==> config.mk <==
export PLATFORM = sky130hd
export DESIGN_NAME = ffmd_top
export DESIGN_NICKNAME = d
export VERILOG_FILES = /design/src/rtl/ffmd_pkg.sv /design/src/rtl/axis_bus_if.sv /design/src/rtl/check_sampler.sv /design/src/rtl/ffmd_top.sv
export SDC_FILE = /design/constraint.sdc
export NUM_CORES = 1
export LEC_CHECK = 0
export BUFFER_PORTS_ARGS = -buffer_cell sky130_fd_sc_hd__buf_4
export CORE_UTILIZATION = 28
export CTS_CLUSTER_SIZE = 28
export DETAILED_ROUTE_END_ITERATION = 10
export MAX_ROUTING_LAYER = met4
export PLACE_DENSITY = 0.54
export SLEW_MARGIN = 25
export SYNTH_ARGS = -nofsm -noshare
export SYNTH_HDL_FRONTEND = slang
export SYNTH_SLANG_ARGS = --single-unit
==> constraint.sdc <==
create_clock -name clk_in -period 4.66 [get_ports clk_in]
set_input_delay 1.165 -clock clk_in [delete_from_list [all_inputs] [get_ports clk_in]]
set_output_delay 1.165 -clock clk_in [all_outputs]
set_load 0.01 [all_outputs]
==> src/rtl/ffmd_pkg.sv <==
// constants shared by the free-fall and high-g motion detector
// How it works
// - the free-fall threshold register sits at index 0x08, read/write, reset 0x0e.
// - the free-fall debounce register sits at index 0x09, read/write, reset 0x01.
// - a serial read uses the index with bit 7 set, a write the plain index.
// - free-fall is declared only when all three axes are below threshold for the debounce count.
// - a threshold step equals 16 axis counts, so 128 steps span mid-scale to either end.
// - each debounce value 1..255 is the number of check samples the condition must persist; 0 acts as 1.
// - the high-g threshold register sits at index 0x0a, read/write, reset 0x55.
// - the high-g debounce register sits at index 0x0b, read/write, reset 0x01.
// - high-g motion is declared when any axis exceeds threshold for the debounce count.
// - both events drive the one shared interrupt output.
// - the two rate bits pick 250 Hz, 1 kHz, 4 kHz or 16 kHz check sampling.
// - no free-fall interrupt is raised while its enable bit is clear.
// - free-fall follows detection, or with latching holds until its enable is cleared.
// - motion follows detection, or with latching holds until the motion enable pin goes low.
package ffmd_pkg;
  localparam logic [6:0] addr_ff_thresh = 7'h08;
  localparam logic [6:0] addr_ff_count = 7'h09;
  localparam logic [6:0] addr_hg_thresh = 7'h0a;
  localparam logic [6:0] addr_hg_count = 7'h0b;
  localparam int read_flag_bit = 7;
  localparam logic [7:0] rst_ff_thresh = 8'h0e;
  localparam logic [7:0] rst_ff_count = 8'h01;
  localparam logic [7:0] rst_hg_thresh = 8'h55;
  localparam logic [7:0] rst_hg_count = 8'h01;
  localparam logic [11:0] mid_scale = 12'h800;
  localparam int clk_hz = 100_000_000;
  localparam int rate0_hz = 250;
  localparam int rate1_hz = 1_000;
  localparam int rate2_hz = 4_000;
  localparam int rate3_hz = 16_000;
  localparam int tick0_cycles = clk_hz / rate0_hz;
  localparam int tick1_cycles = clk_hz / rate1_hz;
  localparam int tick2_cycles = clk_hz / rate2_hz;
  localparam int tick3_cycles = clk_hz / rate3_hz;
endpackage

==> src/rtl/axis_bus_if.sv <==
// carrier of one sample tick and the folded axis magnitudes
`timescale 1ns/1ps
interface axis_bus_if;
  logic tick;
  logic [7:0] mag_x;
  logic [7:0] mag_y;
  logic [7:0] mag_z;
  modport src (output tick, output mag_x, output mag_y, output mag_z);
  modport dst (input tick, input mag_x, input mag_y, input mag_z);
endinterface

==> src/rtl/check_sampler.sv <==
// rate divider and axis magnitude folding for the detector
`timescale 1ns/1ps
module check_sampler #(
  parameter int tick0 = ffmd_pkg::tick0_cycles,
  parameter int tick1 = ffmd_pkg::tick1_cycles,
  parameter int tick2 = ffmd_pkg::tick2_cycles,
  parameter int tick3 = ffmd_pkg::tick3_cycles
) (
  // clock and reset
  input wire logic clk_in,
  input wire logic resetn_in,
  // setup and samples
  input wire logic [1:0] rate_sel_in,
  input wire logic [11:0] x_in,
  input wire logic [11:0] y_in,
  input wire logic [11:0] z_in,
  // results
  axis_bus_if.src bus
);
  logic [19:0] div;
  logic [19:0] next_div;
  logic [19:0] limit;
  logic next_tick;
  logic [7:0] next_mx;
  logic [7:0] next_my;
  logic [7:0] next_mz;

  // fold a sample to distance from mid-scale, keep the upper eight bits
  function automatic logic [7:0] fold(input logic [11:0] s);
    logic [11:0] d;
    d = (s >= ffmd_pkg::mid_scale) ? s - ffmd_pkg::mid_scale : ffmd_pkg::mid_scale - s;
    if (d[11]) begin
      d = 12'h7ff;
    end
    // one step is 16 counts; the clamp keeps the deviation within seven step bits
    return {1'b0, d[10:4]};
  endfunction

  // divider; a rate change takes effect at once, a count already past the new limit wraps on the next edge
  always_comb begin
    unique case (rate_sel_in)
      2'b00: limit = 20'(tick0 - 1);
      2'b01: limit = 20'(tick1 - 1);
      2'b10: limit = 20'(tick2 - 1);
      2'b11: limit = 20'(tick3 - 1);
    endcase
    next_tick = (div >= limit);
    next_div = next_tick ? 20'h00000 : div + 20'h00001;
    next_mx = fold(x_in);
    next_my = fold(y_in);
    next_mz = fold(z_in);
  end

  always_ff @(posedge clk_in) begin
    if (!resetn_in) begin
      div <= 20'h00000;
      bus.tick <= 1'b0;
      bus.mag_x <= 8'h00;
      bus.mag_y <= 8'h00;
      bus.mag_z <= 8'h00;
    end else begin
      div <= next_div;
      bus.tick <= next_tick;
      bus.mag_x <= next_mx;
      bus.mag_y <= next_my;
      bus.mag_z <= next_mz;
    end
  end

  // a tick follows its wrap and never two back to back at these rates
  tick_spacing_a: assert property (@(posedge clk_in) disable iff (!resetn_in)
    bus.tick |=> !bus.tick) else $error("sample ticks back to back");
endmodule

==> src/rtl/ffmd_top.sv <==
// free-fall and high-g motion detector with its two threshold and two debounce registers
`timescale 1ns/1ps
module ffmd_top #(
  parameter int tick0 = ffmd_pkg::tick0_cycles
) (
  // clock and reset
  input wire logic clk_in,
  input wire logic resetn_in,
  // register port from the serial front end
  input wire logic reg_wr_in,
  input wire logic reg_rd_in,
  input wire logic [7:0] reg_addr_in,
  input wire logic [7:0] reg_wdata_in,
  output logic [7:0] reg_rdata_out,
  output logic reg_rvalid_out,
  // control bits from the control registers, and the asynchronous high-g enable pin
  input wire logic check_rate_sel_lo_in,
  input wire logic check_rate_sel_hi_in,
  input wire logic freefall_irq_enable_in,
  input wire logic freefall_latch_mode_in,
  input wire logic highg_latch_mode_in,
  input wire logic highg_enable_pin_in,
  // axis samples, 12 bits each
  input wire logic [11:0] x_in,
  input wire logic [11:0] y_in,
  input wire logic [11:0] z_in,
  // event outputs
  output logic freefall_out,
  output logic highg_out,
  output logic irq_out
);
  axis_bus_if ab ();

  logic [7:0] freefall_threshold;
  logic [7:0] freefall_debounce_count;
  logic [7:0] highg_threshold;
  logic [7:0] highg_debounce_count;
  logic [7:0] next_fft;
  logic [7:0] next_ffc;
  logic [7:0] next_hgt;
  logic [7:0] next_hgc;
  logic [7:0] next_rdata;
  logic next_rvalid;
  logic [6:0] idx;
  logic [2:0] pin_sync;
  logic pin_level;
  logic next_pin_level;
  logic [8:0] ff_run;
  logic [8:0] hg_run;
  logic [8:0] next_ff_run;
  logic [8:0] next_hg_run;
  logic ff_cond;
  logic hg_cond;
  logic ff_det;
  logic hg_det;
  logic next_ff;
  logic next_hg;

  check_sampler #(.tick0(tick0)) sampler (
    .clk_in(clk_in),
    .resetn_in(resetn_in),
    .rate_sel_in({check_rate_sel_hi_in, check_rate_sel_lo_in}),
    .x_in(x_in),
    .y_in(y_in),
    .z_in(z_in),
    .bus(ab)
  );

  //////////////////////////////////////////////////////////////////////////////
  // register file; bit 7 of the address marks a read
  always_comb begin
    idx = reg_addr_in[6:0];
    next_fft = freefall_threshold;
    next_ffc = freefall_debounce_count;
    next_hgt = highg_threshold;
    next_hgc = highg_debounce_count;
    next_rdata = reg_rdata_out;
    next_rvalid = 1'b0;
    if (reg_wr_in && !reg_addr_in[ffmd_pkg::read_flag_bit]) begin
      unique case (idx)
        ffmd_pkg::addr_ff_thresh: next_fft = reg_wdata_in;
        ffmd_pkg::addr_ff_count: next_ffc = reg_wdata_in;
        ffmd_pkg::addr_hg_thresh: next_hgt = reg_wdata_in;
        ffmd_pkg::addr_hg_count: next_hgc = reg_wdata_in;
        default: ;
      endcase
    end
    if (reg_rd_in && reg_addr_in[ffmd_pkg::read_flag_bit]) begin
      next_rvalid = 1'b1;
      unique case (idx)
        ffmd_pkg::addr_ff_thresh: next_rdata = freefall_threshold;
        ffmd_pkg::addr_ff_count: next_rdata = freefall_debounce_count;
        ffmd_pkg::addr_hg_thresh: next_rdata = highg_threshold;
        ffmd_pkg::addr_hg_count: next_rdata = highg_debounce_count;
        default: next_rdata = 8'h00; // unmapped here, the front end owns the rest
      endcase
    end
  end

  always_ff @(posedge clk_in) begin
    if (!resetn_in) begin
      freefall_threshold <= ffmd_pkg::rst_ff_thresh;
      freefall_debounce_count <= ffmd_pkg::rst_ff_count;
      highg_threshold <= ffmd_pkg::rst_hg_thresh;
      highg_debounce_count <= ffmd_pkg::rst_hg_count;
      reg_rdata_out <= 8'h00;
      reg_rvalid_out <= 1'b0;
    end else begin
      freefall_threshold <= next_fft;
      freefall_debounce_count <= next_ffc;
      highg_threshold <= next_hgt;
      highg_debounce_count <= next_hgc;
      reg_rdata_out <= next_rdata;
      reg_rvalid_out <= next_rvalid;
    end
  end

  //////////////////////////////////////////////////////////////////////////////
  // enable pin is asynchronous: three stages, a change counts once stages two and three agree
  always_comb begin
    next_pin_level = (pin_sync[1] == pin_sync[2]) ? pin_sync[2] : pin_level;
  end

  always_ff @(posedge clk_in) begin
    if (!resetn_in) begin
      pin_sync <= 3'b000;
      pin_level <= 1'b0;
    end else begin
      pin_sync <= {pin_sync[1:0], highg_enable_pin_in};
      pin_level <= next_pin_level;
    end
  end

  //////////////////////////////////////////////////////////////////////////////
  // debounce: runs count passing samples; nine bits so a count of 255 still compares
  always_comb begin
    ff_cond = (ab.mag_x < freefall_threshold) && (ab.mag_y < freefall_threshold)
      && (ab.mag_z < freefall_threshold);
    hg_cond = (ab.mag_x > highg_threshold) || (ab.mag_y > highg_threshold)
      || (ab.mag_z > highg_threshold);
    next_ff_run = ff_run;
    next_hg_run = hg_run;
    if (ab.tick) begin
      next_ff_run = !ff_cond ? 9'h000 : (ff_run[8] ? ff_run : ff_run + 9'h001);
      next_hg_run = !hg_cond ? 9'h000 : (hg_run[8] ? hg_run : hg_run + 9'h001);
    end
    // a count of zero declares on the first passing sample
    ff_det = ff_cond && (next_ff_run >= {1'b0, freefall_debounce_count})
      && (next_ff_run != 9'h000);
    hg_det = hg_cond && (next_hg_run >= {1'b0, highg_debounce_count})
      && (next_hg_run != 9'h000);
    // latched outputs hold until their enable drops; the host must not enable mid-event
    if (!freefall_irq_enable_in) begin
      next_ff = 1'b0;
    end else if (freefall_latch_mode_in) begin
      next_ff = freefall_out | ff_det;
    end else begin
      next_ff = ff_det;
    end
    if (!pin_level) begin
      next_hg = 1'b0;
    end else if (highg_latch_mode_in) begin
      next_hg = highg_out | hg_det;
    end else begin
      next_hg = hg_det;
    end
  end

  always_ff @(posedge clk_in) begin
    if (!resetn_in) begin
      ff_run <= 9'h000;
      hg_run <= 9'h000;
      freefall_out <= 1'b0;
      highg_out <= 1'b0;
      irq_out <= 1'b0;
    end else begin
      ff_run <= next_ff_run;
      hg_run <= next_hg_run;
      freefall_out <= next_ff;
      highg_out <= next_hg;
      irq_out <= next_ff | next_hg;
    end
  end

  //////////////////////////////////////////////////////////////////////////////
  ff_enable_gate_a: assert property (@(posedge clk_in) disable iff (!resetn_in)
    !freefall_irq_enable_in |=> !freefall_out) else $error("free-fall while disabled");
  ff_latch_hold_a: assert property (@(posedge clk_in) disable iff (!resetn_in)
    freefall_out && freefall_latch_mode_in && freefall_irq_enable_in |=> freefall_out)
    else $error("latched free-fall dropped");
  hg_latch_hold_a: assert property (@(posedge clk_in) disable iff (!resetn_in)
    highg_out && highg_latch_mode_in && pin_level |=> highg_out)
    else $error("latched motion dropped");
  shared_irq_a: assert property (@(posedge clk_in) disable iff (!resetn_in)
    irq_out == (freefall_out || highg_out)) else $error("interrupt pin mismatch");
  ff_needs_cond_a: assert property (@(posedge clk_in) disable iff (!resetn_in)
    $rose(freefall_out) |-> $past(ff_cond)) else $error("free-fall without condition");
  hg_needs_cond_a: assert property (@(posedge clk_in) disable iff (!resetn_in)
    $rose(highg_out) |-> $past(hg_cond)) else $error("motion without condition");
  ff_write_a: assert property (@(posedge clk_in) disable iff (!resetn_in)
    reg_wr_in && reg_addr_in == {1'b0, ffmd_pkg::addr_ff_thresh}
    |=> freefall_threshold == $past(reg_wdata_in)) else $error("threshold write lost");
  read_back_a: assert property (@(posedge clk_in) disable iff (!resetn_in)
    reg_rd_in && reg_addr_in == {1'b1, ffmd_pkg::addr_hg_count}
    |=> reg_rvalid_out && reg_rdata_out == highg_debounce_count) else $error("bad read");
  run_restart_a: assert property (@(posedge clk_in) disable iff (!resetn_in)
    ab.tick && !hg_cond |=> hg_run == 0) else $error("count not restarted");
endmodule

==> out/results.ini <==
[outcome]
status = completed

[timing]
period_needed_ns = 3.73
fmax_mhz = 268
skew_ns = 0.0107
rsz0062_at_grt = no
maxSlewViolCount = 0
finalCritPeriodShare_pct = 79.9
worst_slew_margin_rel_pct = 47.6
fin_setup_tns_ns = 0
final-hold-violation-count = 0
setup_viol = 0
worst_pin_slew_ns = 0.782

[synth]
synth_flop_cell = dfxtp_1
synth-compound-area-share_pct = 13.6
synth_fa_ha_area_share_pct = 15.6
ys_seq_area_share_pct = 33.7
synth_top_area_cell = dfxtp_1
synth_edf_count = 0
avgSynthCellArea_um2 = 8.66
yosysUniqueCellTypes = 61
synthXorXnorAreaFrac_pct = 6.41
syn_area_um2 = 6420
synth_top_area_share_pct = 33.7
synth_fp_nets = 883
synth_commonest_cells = dfxtp_1 (108), nor2_1 (99), ha_1 (80)
yosysMostFrequentCell = dfxtp_1
yosys_warnings = 0
synthArstFlopShare_pct = 0
synth_top_family_by_area = simple AND/OR/NAND/NOR gates
ys_seq_elements = 108
synth_mux_area_share_pct = 5.46
synth-simple-area-share_pct = 21.0
synthCells = 741
yosys-top-cells-area = dfxtp_1 (34%), ha_1 (16%), nor2_1 (5.8%)

[cells_and_area]
drive_gt1_share_pct = 13.4
seq_area_um2 = 2160
n_fill_cell = 2366
final_nets = 943
syn_to_final_growth_pct = 17.2
n_antenna_cell = 0
multi_input_area_um2 = 3990

[die]
row_count = 55
die_w_um = 153
core_um2 = 22600
die_h_um = 153
io_pins = 74
start_util_pct = 28.4
die-area_um2 = 23500

[clock_tree]
cts_tree = yes
clk-insertion-delay-late_ns = 0.36
cts_num_sinks = 108
hold_buffers = 0
clockBufferDepth = 2
root_buffer = clkbuf_16
cts.clk_slew.worst_paths_ns = 0.08
cts_buffers = 9
post_cts_resized = 0
h-tree-depth = 3
postCtsSetupBuffers = 0

[detailed_routing]
drt-wirelength-per-cell_um = 14.2
final_antenna_net_count = 0
vias = 5263
vias_per_cell = 4.82
drt_wl_total_mm = 15.5
drt_iter0_markers = 161
drc_errors = 0
dr.pass1.iters = 4

[place]
port_buffers = 73
place.gp.congestion = 0.801
dpl.hpwl_mm = 12.1

[critical_path]
slowest_stage = a31oi_1
reg2reg_from = freefall_threshold[6]$_SDFFE_PN0P_
max_stage_delay_ns = 0.53
r2r_slack_ns = 0.93
worstSetupPathType = register to register
crit_path_end_kind = register
reg2regPathDepth = 15
crit_fanout = 9
cp.required_ns = 4.91
r2r_end = irq_out$_SDFF_PN0_
cp-start-kind = register
path_cells = inv_1 > ha_1 > nor2b_1 > o2111ai_1 > o221a_2 > a31oi_1 > nor2_1 > ha_1 > a21o_1 > a211oi_1 > o21ai_0 > o211a_1 > o311ai_0 > a311oi_1 > or2_1
path_common_cell = ha_1
worstPathArrival_ns = 3.98

[power]
p_leak_uw = 0.00321
power_density_nw_per_um2 = 258
p_total_uw = 1940
max-vdd-ir-drop_mv = 0.145

[min_path]
hold_depth = 1
hp-start = pin_sync[0]$_SDFF_PN0_
hold_path_class = register to register
min_to = pin_sync[1]$_SDFF_PN0_

[run]
maxCapViolations = 0

[global_routing]
grt_usage_pct = 14.3
grt_pass1_vias = 5112
grt_max_degree = 56
grt_pass1_wl_mm = 26.1
grt_overflow = 0
antenna_found_initial = 0

## sequential cells by signal (all words and copies together), names as in the netlist
name / flops
hg_run: 9
freefall_debounce_count: 8
sampler.bus.mag_x: 7
reg_rdata_out: 8
highg_debounce_count: 8
highg_out: 1
pin_level: 1
freefall_out: 1
pin_sync: 3
sampler.bus.mag_y: 7
irq_out: 1
ff_run: 9
reg_rvalid_out: 1
sampler.bus.mag_z: 7
highg_threshold: 8
sampler.div: 20
freefall_threshold: 8
sampler.bus.tick: 1
## where the power goes
part | total [µW] | leakage [µW] | switching [µW] | internal, µW
sequential | 956 | 0.000877 | 15.1 | 941
clock | 784 | 0.000147 | 399 | 385
combinational | 197 | 0.00219 | 101 | 96.7
total | 1940 | 0.00321 | 515 | 1420
## kinds of logic after synthesis
logic type,count (synthesis)
compound gates,135
xor+xnor,47
fa+ha+maj,80
buf+inv,67
flops,108
mux,25
simple gates,279
## per-layer routing
metal	up-vias	global-route usage, %	part of all wire (%)
met1	2423	19.4	51
met3	13	3.06	4.1
met4	0	2.95	1.1
li1	2735	-	-
met2	92	21.5	44
met5	-	-	0
## placed cells by master (no fill, tap or decap), drive strengths merged, types with 6 or more instances in the layout
| cell | n |
|---|---|
| a211o | 6 |
| a211oi | 6 |
| a21o | 14 |
| a21oi | 53 |
| a22oi | 8 |
| and2 | 6 |
| and3 | 8 |
| buf | 74 |
| clkbuf | 9 |
| dfxtp | 108 |
| ha | 80 |
| inv | 47 |
| mux2i | 17 |
| mux4 | 8 |
| nand2 | 65 |
| nand2b | 12 |
| nand3 | 16 |
| nand4 | 14 |
| nor2 | 100 |
| nor2b | 14 |
| nor3 | 12 |
| nor4 | 7 |
| o211ai | 8 |
| o21ai | 14 |
| xnor2 | 26 |
| xor2 | 21 |
## worst max-delay path: cells and delay by family, from the launching register on
family / cells / cell delay (ns)
AO/OA/AOI/OAI: 9 / 2.06
adder cells (fa/ha/maj): 2 / 0.59
buffers and inverters: 1 / 0.08
flip-flops: 1 / 0.35
AND/OR/NAND/NOR: 3 / 0.54
## final cells by class
type	count	area share, %
Sequential cell	108	28.7
Timing Repair Buffer	74	7.39
Inverter	42	2.10
Clock inverter	7	1.03
Tap cell	285	4.74
Clock buffer	9	2.99
Multi-Input combinational cell	566	53.0
## worst max path at each step
stage                         endpoint  slack, ns                               start
floorplan           irq_out$_SDFF_PN0_       1.35  freefall_threshold[6]$_SDFFE_PN0P_
global placement    irq_out$_SDFF_PN0_       1.01  freefall_threshold[6]$_SDFFE_PN0P_
detailed placement  irq_out$_SDFF_PN0_       0.96  freefall_threshold[6]$_SDFFE_PN0P_
CTS                 irq_out$_SDFF_PN0_       0.94  freefall_threshold[6]$_SDFFE_PN0P_
global route        irq_out$_SDFF_PN0_       0.53  freefall_threshold[6]$_SDFFE_PN0P_
finish              irq_out$_SDFF_PN0_       0.93  freefall_threshold[6]$_SDFFE_PN0P_
## metrics by stage
| step | std cells | worst slack, ns | cell area (µm²) | utilization (%) | hold WS [ns] |
|---|---|---|---|---|---|
| finish | 1091 | 0.935 | 7520 | 33.3 | 0.442 |
| global route | 1091 | 0.533 | 7520 | 33.3 | 0.467 |
| CTS | 1091 | 0.940 | 7520 | 33.3 | 0.451 |
| detailed placement | 1075 | 0.957 | 7220 | 32.0 | 0.432 |
| global placement | 1075 | 1.01 | 7220 | 32.0 | 0.418 |
| floorplan | 741 | 1.35 | 6420 | - | 0.412 |
Note: power is estimated with default switching activity, not from simulation.
